File: config.mk
export PLATFORM = sky130hd
export DESIGN_NAME = jfp_prog_path
export DESIGN_NICKNAME = d
export VERILOG_FILES = /design/src/core/jfp_pkg.sv /design/src/core/jfp_fifo_if.sv /design/src/core/jfp_fifo.sv /design/src/core/jfp_prog_path.sv
export SDC_FILE = /design/constraint.sdc
export NUM_CORES = 1
export LEC_CHECK = 0
export ABC_AREA = 1
export BUFFER_PORTS_ARGS = -buffer_cell sky130_fd_sc_hd__buf_2
export CAP_MARGIN = 20
export CELL_PAD_IN_SITES_DETAIL_PLACEMENT = 1
export CELL_PAD_IN_SITES_GLOBAL_PLACEMENT = 2
export CORE_AREA = 10 10 298 271
export CTS_CLUSTER_DIAMETER = 200
export DETAILED_ROUTE_END_ITERATION = 10
export DIE_AREA = 0 0 308 281
export PLACE_DENSITY = 0.78
export SYNTH_ARGS = -nofsm -noshare
export SYNTH_HDL_FRONTEND = slang
export SYNTH_SLANG_ARGS = --single-unit
File: constraint.sdc
create_clock -name clk -period 4 [get_ports clk]
set_clock_uncertainty 0.05 [all_clocks]
set_input_delay 0.2 -clock clk [delete_from_list [all_inputs] [get_ports clk]]
set_output_delay 0.2 -clock clk [all_outputs]
set_load 0.005 [all_outputs]
File: src/core/jfp_pkg.sv
package jfp_pkg;

    localparam int IR_W       = 4;
    localparam int CMD_W      = 15;
    localparam int BYTE_W     = 8;
    localparam int EN_W       = 16;
    localparam int WORD_W     = 16;
    localparam int PC_W       = 16;
    localparam int FIFO_DEPTH = 16;

    localparam logic [IR_W-1:0] PROG_ENABLE_INSTR      = 4'h4;
    localparam logic [IR_W-1:0] COMMAND_ENTRY_INSTR    = 4'h5;
    localparam logic [IR_W-1:0] PAGE_BUFFER_LOAD_INSTR = 4'h6;
    localparam logic [IR_W-1:0] PAGE_READBACK_INSTR    = 4'h7;
    localparam logic [IR_W-1:0] IR_BYPASS              = 4'hF;
    localparam logic [IR_W-1:0] IR_CAPTURE             = 4'h1;

    localparam logic [EN_W-1:0] EN_SIGNATURE = 16'hA370;

    // Sampled pin bit positions
    localparam int PIN_TCK = 0;
    localparam int PIN_TMS = 1;
    localparam int PIN_TDI = 2;
    localparam int PIN_N   = 3;

    localparam int BYTE_LO = 0;
    localparam int BYTE_HI = 8;

    // Timing: longest write time rounds down to whole cycles
    localparam int CLK_NS       = 20;
    localparam int TCK_NS       = 160;
    localparam int WR_TCK       = 11;
    localparam int WR_LIMIT_CYC = (WR_TCK * TCK_NS) / CLK_NS;

    typedef enum logic [15:0] {
        TAP_TLR    = 16'h0001,
        TAP_RTI    = 16'h0002,
        TAP_SEL_DR = 16'h0004,
        TAP_CAP_DR = 16'h0008,
        TAP_SH_DR  = 16'h0010,
        TAP_EX1_DR = 16'h0020,
        TAP_PA_DR  = 16'h0040,
        TAP_EX2_DR = 16'h0080,
        TAP_UPD_DR = 16'h0100,
        TAP_SEL_IR = 16'h0200,
        TAP_CAP_IR = 16'h0400,
        TAP_SH_IR  = 16'h0800,
        TAP_EX1_IR = 16'h1000,
        TAP_PA_IR  = 16'h2000,
        TAP_EX2_IR = 16'h4000,
        TAP_UPD_IR = 16'h8000
    } jfp_tap_e;

endpackage

File: src/core/jfp_fifo_if.sv
`timescale 1ns/10ps
interface jfp_fifo_if #(
    parameter int W = 8
);
    logic         push_valid;
    logic         push_ready;
    logic [W-1:0] push_data;
    logic         pop_valid;
    logic         pop_ready;
    logic [W-1:0] pop_data;

    modport user (
        output push_valid,
        output push_data,
        input  push_ready,
        input  pop_valid,
        input  pop_data,
        output pop_ready
    );

    modport store (
        input  push_valid,
        input  push_data,
        output push_ready,
        output pop_valid,
        output pop_data,
        input  pop_ready
    );
endinterface

File: src/core/jfp_fifo.sv
`timescale 1ns/10ps
module jfp_fifo
    import jfp_pkg::*;
#(
    parameter int W     = 8,
    parameter int DEPTH = FIFO_DEPTH
)(
    input  wire logic clk,
    input  wire logic nrst,
    jfp_fifo_if.store bus
);
    localparam int AW = $clog2(DEPTH);

    typedef struct packed {
        logic [DEPTH-1:0][W-1:0] mem;
        logic [AW-1:0]           wp;
        logic [AW-1:0]           rp;
        logic [AW:0]             cnt;
    } jfp_fifo_s;

    jfp_fifo_s st;
    jfp_fifo_s nxt;
    logic      push;
    logic      pop;

    // Head word comes straight from storage flops
    assign bus.push_ready = (st.cnt != (AW+1)'(DEPTH));
    assign bus.pop_valid  = (st.cnt != '0);
    assign bus.pop_data   = st.mem[st.rp];
    assign push           = bus.push_valid & bus.push_ready;
    assign pop            = bus.pop_valid & bus.pop_ready;

    always_comb begin
        nxt = st;
        if (push) begin
            nxt.mem[st.wp] = bus.push_data;
            nxt.wp         = (st.wp == AW'(DEPTH - 1)) ? '0 : st.wp + 1'b1;
        end
        if (pop) begin
            nxt.rp = (st.rp == AW'(DEPTH - 1)) ? '0 : st.rp + 1'b1;
        end
        case ({push, pop})
            2'b10:   nxt.cnt = st.cnt + 1'b1;
            2'b01:   nxt.cnt = st.cnt - 1'b1;
            default: nxt.cnt = st.cnt;
        endcase
    end

    always_ff @(posedge clk or negedge nrst) begin
        if (!nrst) begin
            st <= '0;
        end else begin
            st <= nxt;
        end
    end
endmodule

File: src/core/jfp_prog_path.sv
`timescale 1ns/10ps
// Function
// - The command-entry instruction puts the 15-bit command shift register between TDI and TDO.
// - Capture-DR under command entry loads the previous command's result into the command register.
// - Shift-DR under command entry shifts once per TCK, result out on TDO while the next command comes in.
// - Update-DR under command entry presents the shifted-in command to the flash inputs.
// - Passing Run-Test/Idle after a command update gives one internal execute clock.
// - Page load selects an 8-bit page-byte register made of the low eight command register bits.
// - Under page load or page read the page-byte register shifts one bit per TCK in Shift-DR.
// - Each page-load Update-DR copies the byte into a holding register and writes it to the page buffer within 11 TCK;
//   here the byte waits in the holding register without limit while the FIFO is full.
// - Page-load updates alternate low and high byte, the first after entering the instruction being low.
// - The word address steps before each page-load low byte except the first.
// - Page read selects the same 8-bit page-byte register from the low command register bits.
// - Each page-read Capture-DR loads the addressed flash byte, alternating low then high, low first.
// - The word address steps after every page-read high byte, the first included.
// - The instruction register is four bits wide.
// - Every scan register shifts least significant bit first, in and out.
// - Programming works only after the 16-bit enable register holds the enable signature.
module jfp_prog_path
    import jfp_pkg::*;
#(
    parameter int ADDR_W = PC_W,
    parameter int DEPTH  = FIFO_DEPTH
)(
    input  wire logic              clk,
    input  wire logic              nrst,
    input  wire logic              tck,
    input  wire logic              tms,
    input  wire logic              tdi,
    output logic                   tdo,
    output logic                   tdo_oe_n,
    output logic [CMD_W-1:0]       cmd_word,
    output logic                   cmd_valid,
    output logic                   cmd_exec,
    input  wire logic [CMD_W-1:0]  cmd_result,
    output logic                   prog_enabled,
    input  wire logic [ADDR_W-1:0] addr_preset,
    input  wire logic              addr_load,
    output logic [ADDR_W-1:0]      rd_addr,
    input  wire logic [WORD_W-1:0] rd_data,
    output logic                   pb_valid,
    input  wire logic              pb_ready,
    output logic                   pb_hi,
    output logic [ADDR_W-1:0]      pb_addr,
    output logic [BYTE_W-1:0]      pb_byte
);
    localparam int FW     = 1 + ADDR_W + BYTE_W;
    localparam int WR_LIM = WR_LIMIT_CYC;

    typedef struct packed {
        logic [PIN_N-1:0]  s1;
        logic [PIN_N-1:0]  s2;
        logic              tck_d;
        jfp_tap_e          tap;
        logic [IR_W-1:0]   ir;
        logic [IR_W-1:0]   ir_sr;
        logic [CMD_W-1:0]  cmd_sr;
        logic [EN_W-1:0]   en_sr;
        logic              byp;
        logic              prog_en;
        logic              tdo;
        logic              oe_n;
        logic [CMD_W-1:0]  cmd_word;
        logic              cmd_valid;
        logic              cmd_exec;
        logic              exec_arm;
        logic              hi;
        logic              first;
        logic [ADDR_W-1:0] pc;
        logic              pend;
        logic [FW-1:0]     hold;
    } jfp_st_s;

    jfp_st_s st;
    jfp_st_s nxt;
    logic    tck_rise;
    logic    tck_fall;
    logic    tms_s;
    logic    tdi_s;
    logic    dr_lsb;

    jfp_fifo_if #(.W(FW)) fbus ();

    jfp_fifo #(
        .W     (FW),
        .DEPTH (DEPTH)
    ) u_fifo (
        .clk  (clk),
        .nrst (nrst),
        .bus  (fbus)
    );

    function automatic jfp_tap_e tap_next(input jfp_tap_e s, input logic m);
        case (s)
            TAP_TLR:    tap_next = m ? TAP_TLR    : TAP_RTI;
            TAP_RTI:    tap_next = m ? TAP_SEL_DR : TAP_RTI;
            TAP_SEL_DR: tap_next = m ? TAP_SEL_IR : TAP_CAP_DR;
            TAP_CAP_DR: tap_next = m ? TAP_EX1_DR : TAP_SH_DR;
            TAP_SH_DR:  tap_next = m ? TAP_EX1_DR : TAP_SH_DR;
            TAP_EX1_DR: tap_next = m ? TAP_UPD_DR : TAP_PA_DR;
            TAP_PA_DR:  tap_next = m ? TAP_EX2_DR : TAP_PA_DR;
            TAP_EX2_DR: tap_next = m ? TAP_UPD_DR : TAP_SH_DR;
            TAP_UPD_DR: tap_next = m ? TAP_SEL_DR : TAP_RTI;
            TAP_SEL_IR: tap_next = m ? TAP_TLR    : TAP_CAP_IR;
            TAP_CAP_IR: tap_next = m ? TAP_EX1_IR : TAP_SH_IR;
            TAP_SH_IR:  tap_next = m ? TAP_EX1_IR : TAP_SH_IR;
            TAP_EX1_IR: tap_next = m ? TAP_UPD_IR : TAP_PA_IR;
            TAP_PA_IR:  tap_next = m ? TAP_EX2_IR : TAP_PA_IR;
            TAP_EX2_IR: tap_next = m ? TAP_UPD_IR : TAP_SH_IR;
            TAP_UPD_IR: tap_next = m ? TAP_SEL_DR : TAP_RTI;
            default:    tap_next = TAP_TLR;
        endcase
    endfunction

    // Both page instructions share the low byte of the command register
    function automatic logic is_page(input logic [IR_W-1:0] op);
        is_page = (op == PAGE_BUFFER_LOAD_INSTR) || (op == PAGE_READBACK_INSTR);
    endfunction

    // Edge detect looks at the second stage only
    assign tck_rise = st.s2[PIN_TCK] & ~st.tck_d;
    assign tck_fall = ~st.s2[PIN_TCK] & st.tck_d;
    assign tms_s    = st.s2[PIN_TMS];
    assign tdi_s    = st.s2[PIN_TDI];

    always_comb begin
        if (st.ir == COMMAND_ENTRY_INSTR || is_page(st.ir)) begin
            dr_lsb = st.cmd_sr[0];
        end else if (st.ir == PROG_ENABLE_INSTR) begin
            dr_lsb = st.en_sr[0];
        end else begin
            dr_lsb = st.byp;
        end
    end

    always_comb begin
        nxt           = st;
        nxt.s1        = {tdi, tms, tck};
        nxt.s2        = st.s1;
        nxt.tck_d     = st.s2[PIN_TCK];
        nxt.cmd_valid = 1'b0;
        nxt.cmd_exec  = 1'b0;
        // Holding register waits here while the buffer is full
        if (st.pend && fbus.push_ready) begin
            nxt.pend = 1'b0;
        end
        if (addr_load) begin
            nxt.pc = addr_preset;
        end
        if (tck_rise) begin
            nxt.tap = tap_next(st.tap, tms_s);
            case (st.tap)
                TAP_TLR: begin
                    nxt.ir       = IR_BYPASS;
                    nxt.hi       = 1'b0;
                    nxt.first    = 1'b1;
                    nxt.exec_arm = 1'b0;
                end
                TAP_RTI: begin
                    if (st.exec_arm) begin
                        nxt.cmd_exec = 1'b1;
                        nxt.exec_arm = 1'b0;
                    end
                end
                TAP_CAP_IR: begin
                    nxt.ir_sr = IR_CAPTURE;
                end
                TAP_SH_IR: begin
                    nxt.ir_sr = {tdi_s, st.ir_sr[IR_W-1:1]};
                end
                TAP_UPD_IR: begin
                    nxt.ir       = st.ir_sr;
                    nxt.hi       = 1'b0;
                    nxt.first    = 1'b1;
                    nxt.exec_arm = 1'b0;
                end
                TAP_CAP_DR: begin
                    if (st.ir == COMMAND_ENTRY_INSTR && st.prog_en) begin
                        nxt.cmd_sr = cmd_result;
                    end else if (st.ir == PAGE_READBACK_INSTR && st.prog_en) begin
                        nxt.cmd_sr[BYTE_W-1:0] = st.hi ? rd_data[BYTE_HI +: BYTE_W]
                                                       : rd_data[BYTE_LO +: BYTE_W];
                        nxt.hi = ~st.hi;
                        if (st.hi) begin
                            nxt.pc = st.pc + 1'b1;
                        end
                    end else begin
                        nxt.byp = 1'b0;
                    end
                end
                TAP_SH_DR: begin
                    if (st.ir == COMMAND_ENTRY_INSTR) begin
                        nxt.cmd_sr = {tdi_s, st.cmd_sr[CMD_W-1:1]};
                    end else if (is_page(st.ir)) begin
                        nxt.cmd_sr[BYTE_W-1:0] = {tdi_s, st.cmd_sr[BYTE_W-1:1]};
                    end else if (st.ir == PROG_ENABLE_INSTR) begin
                        nxt.en_sr = {tdi_s, st.en_sr[EN_W-1:1]};
                    end else begin
                        nxt.byp = tdi_s;
                    end
                end
                TAP_UPD_DR: begin
                    if (st.ir == PROG_ENABLE_INSTR) begin
                        nxt.prog_en = (st.en_sr == EN_SIGNATURE);
                    end else if (st.ir == COMMAND_ENTRY_INSTR && st.prog_en) begin
                        nxt.cmd_word  = st.cmd_sr;
                        nxt.cmd_valid = 1'b1;
                        nxt.exec_arm  = 1'b1;
                    end else if (st.ir == PAGE_BUFFER_LOAD_INSTR && st.prog_en) begin
                        if (!st.hi && !st.first) begin
                            nxt.pc = st.pc + 1'b1;
                        end
                        nxt.hold  = {st.hi, nxt.pc, st.cmd_sr[BYTE_W-1:0]};
                        nxt.pend  = 1'b1;
                        nxt.hi    = ~st.hi;
                        nxt.first = 1'b0;
                    end
                end
                default: begin
                end
            endcase
        end
        // TDO moves on the falling edge so the host samples a settled bit
        if (tck_fall) begin
            nxt.oe_n = ~(st.tap == TAP_SH_DR || st.tap == TAP_SH_IR);
            nxt.tdo  = (st.tap == TAP_SH_IR) ? st.ir_sr[0] : dr_lsb;
        end
    end

    always_ff @(posedge clk or negedge nrst) begin
        if (!nrst) begin
            st       <= '0;
            st.tap   <= TAP_TLR;
            st.ir    <= IR_BYPASS;
            st.first <= 1'b1;
            st.oe_n  <= 1'b1;
        end else begin
            st <= nxt;
        end
    end

    assign fbus.push_valid = st.pend;
    assign fbus.push_data  = st.hold;
    assign fbus.pop_ready  = pb_ready;
    assign pb_valid        = fbus.pop_valid;
    assign {pb_hi, pb_addr, pb_byte} = fbus.pop_data;

    assign tdo          = st.tdo;
    assign tdo_oe_n     = st.oe_n;
    assign cmd_word     = st.cmd_word;
    assign cmd_valid    = st.cmd_valid;
    assign cmd_exec     = st.cmd_exec;
    assign prog_enabled = st.prog_en;
    assign rd_addr      = st.pc;

    a_exec_in_idle: assert property (@(posedge clk) disable iff (!nrst)
        cmd_exec |-> $past(st.tap) == TAP_RTI && $past(st.exec_arm) && !st.exec_arm && !$past(cmd_exec))
        else $error("execute pulse outside idle or repeated");

    a_cmd_applied: assert property (@(posedge clk) disable iff (!nrst)
        cmd_valid |-> cmd_word == $past(st.cmd_sr) && $past(st.tap) == TAP_UPD_DR && prog_enabled)
        else $error("command word not applied from shift register");

    a_cmd_capture: assert property (@(posedge clk) disable iff (!nrst)
        (tck_rise && st.tap == TAP_CAP_DR && st.ir == COMMAND_ENTRY_INSTR && st.prog_en)
        |=> st.cmd_sr == $past(cmd_result))
        else $error("command result not captured");

    a_cmd_shift: assert property (@(posedge clk) disable iff (!nrst)
        (tck_rise && st.tap == TAP_SH_DR && st.ir == COMMAND_ENTRY_INSTR)
        |=> st.cmd_sr == {$past(tdi_s), $past(st.cmd_sr[CMD_W-1:1])})
        else $error("command register not shifted lsb first");

    a_page_upper: assert property (@(posedge clk) disable iff (!nrst)
        (tck_rise && st.tap == TAP_SH_DR && is_page(st.ir))
        |=> $stable(st.cmd_sr[CMD_W-1:BYTE_W]) && st.cmd_sr[BYTE_W-1] == $past(tdi_s))
        else $error("page byte shift disturbed upper bits");

    a_wr_deadline: assert property (@(posedge clk) disable iff (!nrst)
        $rose(st.pend) |-> ##[1:WR_LIM] !st.pend)
        else $error("page buffer write not done within limit");

    a_ir_low_start: assert property (@(posedge clk) disable iff (!nrst)
        (tck_rise && st.tap == TAP_UPD_IR) |=> !st.hi && st.first)
        else $error("byte toggle not cleared on instruction load");

    a_load_step: assert property (@(posedge clk) disable iff (!nrst)
        (tck_rise && st.tap == TAP_UPD_DR && st.ir == PAGE_BUFFER_LOAD_INSTR && st.prog_en && !addr_load)
        |=> st.pc == ($past(st.pc) + (($past(st.hi) || $past(st.first)) ? 1'b0 : 1'b1))
            && st.hi != $past(st.hi))
        else $error("page load address step wrong");

    a_read_step: assert property (@(posedge clk) disable iff (!nrst)
        (tck_rise && st.tap == TAP_CAP_DR && st.ir == PAGE_READBACK_INSTR && st.prog_en && !addr_load)
        |=> st.pc == ($past(st.pc) + ($past(st.hi) ? 1'b1 : 1'b0)))
        else $error("page read address step wrong");

    a_read_byte: assert property (@(posedge clk) disable iff (!nrst)
        (tck_rise && st.tap == TAP_CAP_DR && st.ir == PAGE_READBACK_INSTR && st.prog_en && !st.hi)
        |=> st.cmd_sr[BYTE_W-1:0] == $past(rd_data[BYTE_LO +: BYTE_W]) && st.hi)
        else $error("low byte not captured first");

    a_enable_gate: assert property (@(posedge clk) disable iff (!nrst)
        $rose(st.pend) || cmd_valid |-> st.prog_en)
        else $error("programming action without enable");

    a_oe_shift_only: assert property (@(posedge clk) disable iff (!nrst)
        !tdo_oe_n |-> st.tap inside {TAP_SH_DR, TAP_SH_IR, TAP_EX1_DR, TAP_EX1_IR})
        else $error("tdo driven outside shift");

    a_tdo_fall_only: assert property (@(posedge clk) disable iff (!nrst)
        !$past(tck_fall) |-> $stable(tdo))
        else $error("tdo moved away from a falling tck");

    a_ir_capture: assert property (@(posedge clk) disable iff (!nrst)
        (tck_rise && st.tap == TAP_CAP_IR) |=> st.ir_sr == IR_CAPTURE)
        else $error("instruction capture value wrong");

    a_ir_load: assert property (@(posedge clk) disable iff (!nrst)
        (tck_rise && st.tap == TAP_UPD_IR) |=> st.ir == $past(st.ir_sr))
        else $error("instruction not loaded from shift register");

    a_enable_compare: assert property (@(posedge clk) disable iff (!nrst)
        (tck_rise && st.tap == TAP_UPD_DR && st.ir == PROG_ENABLE_INSTR)
        |=> st.prog_en == ($past(st.en_sr) == EN_SIGNATURE))
        else $error("enable flag does not follow signature compare");

    a_hold_copy: assert property (@(posedge clk) disable iff (!nrst)
        (tck_rise && st.tap == TAP_UPD_DR && st.ir == PAGE_BUFFER_LOAD_INSTR && st.prog_en)
        |=> st.pend && st.hold[BYTE_W-1:0] == $past(st.cmd_sr[BYTE_W-1:0]))
        else $error("page byte not copied to holding register");

    a_read_high: assert property (@(posedge clk) disable iff (!nrst)
        (tck_rise && st.tap == TAP_CAP_DR && st.ir == PAGE_READBACK_INSTR && st.prog_en && st.hi)
        |=> st.cmd_sr[BYTE_W-1:0] == $past(rd_data[BYTE_HI +: BYTE_W]) && !st.hi)
        else $error("high byte not captured second");

    a_cmd_hold: assert property (@(posedge clk) disable iff (!nrst)
        !cmd_valid |-> $stable(cmd_word))
        else $error("command word changed without valid");

    a_first_low: assert property (@(posedge clk) disable iff (!nrst)
        $rose(st.pend) && $past(st.first) |-> !st.hold[FW-1])
        else $error("first page byte not low");
endmodule

==> summary.md <==
| Metric | Value |
|---|---|
| Fill cells | 8918 |
| RSZ-0062 raised after global routing | no |
| Crit Path Category | flip-flop to output port |
| IO buf count | 115 |
| Rows | 95 |
| Post-CTS Setup Repair Bufs | 0 |
| Worst-skew pair later-pin latency | 0.62 ns |
| Num ports | 116 |
| DP Wirelength | 54680 microns |
| Yosys reg bits | 541 |
| Clk sinks | 541 |
| Via density per instance | 5.260 |
| Avg Synthesized Cell Area | 8.012 sq um |
| Asr flop ratio synth | 1.000 |
| Clk buf depth | 3 |
| CP max FO | 44 |
| Max-slew violation count | 0 |
| Via count | 22350 |
| Worst reg-to-reg setup slack | 1.24 ns |
| Initial antenna violation count | 4 |
| Setup_tns | 0 ns |
| Die area | 86550 sq um |
| Area share of the largest cell type after synthesis | 0.5173 |
| Syn. warnings | 0 |
| CTS tree | yes |
| Mapped Area | 25830 sq um |
| Final setup vio count | 0 |
| Vias in the first global route | 23850 |
| Final Util | 0.3950 |
| Static leakage | 0.01375 uW |
| Critical path endpoint category | output port |
| Die Span Y | 281 microns |
| Detailed Route Iter0 Violations | 1638 |
| CTS clk-pin slew, worst paths | 0.06 ns |
| Number of max-cap violations | 0 |
| RePlAce Congestion | 0.8202 |
| First-pass GRT wire length | 138600 microns |
| Global Route Usage Sum | 0.2016 |
| Initial Utilization | 0.3477 |
| WHS | 0.04318 ns |
| Area contributors post-synth | dfrtp_1, o21ai_0, nand2_1 |
| EDFF count, synth | 0 |
| Share of layout cells above drive strength 1 | 0.09860 |
| Startpoint Class | flip-flop |
| Minimum clock period | 3.085 ns |
| IR drop worst, VDD | 432.5 uV |
| CTS Buf Count | 66 |
| DRC Markers | 0 |
| Fin crit share | 0.7712 |
| CORE AREA | 74290 sq um |
| Final non-filler cell total | 4249 |
| Most common cell in the synthesized netlist | nand2_1 |
| Max_slew headroom | 0.2334 |
| Cell Count Post-Placement | 4110 |
| Synth Instances | 3224 |
| Cell taking the most area after synthesis | dfrtp_1 |
| Final Hold Viols | 0 |
| Sequential share of the synthesized area | 0.5245 |
| Hold Crit Class | input pin to flip-flop |
| Syn-to-layout area delta | 13.62% |
| CTS H-tree lvls | 3 |
| Syn_nets | 3289 |
| Routed wire length | 87420 microns |
| Nets@finish | 3289 |
| Crit path DAT | 2.83 ns |
| Worst-margin pin slew | 1.149 ns |
| Worst endpoint required time | 3.75 ns |
| Average wire per standard cell | 20.57 microns |
| Pwr/cell area | 562.3 nW/um^2 |
| Gr ovfl total | 0 |
| Die width | 308 microns |
| Status | finished, final reports clean |
| Largest net degree at the start of global routing | 153 |
| Synth cell count leaders | nand2_1, o21ai_0, dfrtp_1, nor2_1, inv_1 |
| Final ANT Viol Nets | 0 |
| Peak Freq | 324.2 MHz |
| Yosys cell types | 43 |
| Root buffer cell | clkbuf_16 |
| Prevailing post-synth register cell | dfrtp_1 |
| Pre-Repair DR Iteration Count | 5 |
## per-layer routing
layer,global-route usage,vias to the layer above,part of all wire
met4,0.05562,0,0.023
met1,0.2723,11290,0.47
li1,-,10560,-
met2,0.3332,389,0.47
met3,0.02941,116,0.037
met5,0,-,0
## cells in the final DEF (no fill, tap or decap), drive strengths merged, types with 4 or more instances in the layout
cell         synthesis  final
xor2                 9      9
o32ai               50     50
nor4                 5      5
nand2              806    806
o21ai              696    696
nand4                5      5
inv                169    174
clkinv               1     18
a21oi               17     17
buf                128    163
clkbuf             119     93
nand3              123    123
or2                  4      4
o22ai               13     13
dfrtp              534    534
bufinv               0      4
ha                  10     10
nor3                 9      9
dlygate4sd3          0     16
o211ai              56     56
dfstp                7      7
nor2               446    446
## power by group
| group | switching (uW) | internal, uW |
|---|---|---|
| Combinational | 3120 | 1460 |
| Clock | 2540 | 3610 |
| Sequential | 173 | 5600 |
| Total | 5830 | 10700 |
## per-stage QoR
stage	area, sq um	setup WS, ns	power (uW)
after floorplan	25830	1.604	8594
after global placement	26950	1.417	10390
after detailed placement	26950	1.266	10480
after CTS	29340	0.8705	16720
after global routing	29340	0.7282	17410
final	29350	0.9152	16500
## timing repair
item,4_1_cts,5_1_grt
endpoints found under the hold margin,96,0
hold buffers,16,0
gates resized for setup,0,0
## cell type report
type | instances | area (sq um) | share of cell area
Inverter | 170 | 643.1 | 0.02191
Antenna cell | 3 | 7.507 | 0.0002558
Clock buffer | 93 | 1893 | 0.06451
Clock inverter | 27 | 340.3 | 0.01160
Tap cell | 970 | 1214 | 0.04136
Sequential cell | 541 | 13560 | 0.4619
Multi-Input combinational cell | 2266 | 10450 | 0.3561
Timing Repair Buffer | 179 | 1244 | 0.04238
## critical path: stages (launching register included)
cell and delay (ns):
dfrtp_4 0.53, inv_6 0.29, buf_4 0.51, nor2_1 0.08
o32ai_1 0.26, nand2_1 0.10, nand3_1 0.24, buf_2 0.16
## cells by family (layout without fill, tap and decap cells)
family	after synthesis	count (layout)	synth area share
compound gates	842	842	0.1773
xor+xnor	11	11	0.003730
fa+ha+maj	11	11	0.005619
buf+inv	417	469	0.07203
flops	541	541	0.5245
other cells	0	3	0
simple gates	1402	1402	0.2168
## sequential cells by signal, indices dropped and copies added, names as in the netlist
| signal | cells |
|---|---|
| u_fifo.st | 413 |
| st | 62 |
| fbus.push_data | 25 |
| rd_addr | 16 |
| cmd_word | 15 |
| nxt | 4 |
| cmd_exec | 1 |
| cmd_valid | 1 |
| fbus.push_valid | 1 |
| prog_enabled | 1 |
| tdo | 1 |
| tdo_oe_n | 1 |
## worst paths after layout
check,startpoint,to,cells past startpoint
hold reg to reg,nxt[122],nxt[121],0
setup reg to reg,st[114],st[73],7
hold / removal,cmd_result[0],st[82],7
max in group asynchronous,nrst,cmd_word[2],3
setup / recovery,u_fifo.st[5],pb_addr[15],7
min in group asynchronous,nrst,u_fifo.st[337],2
Note: power is estimated with default switching activity, not from simulation.
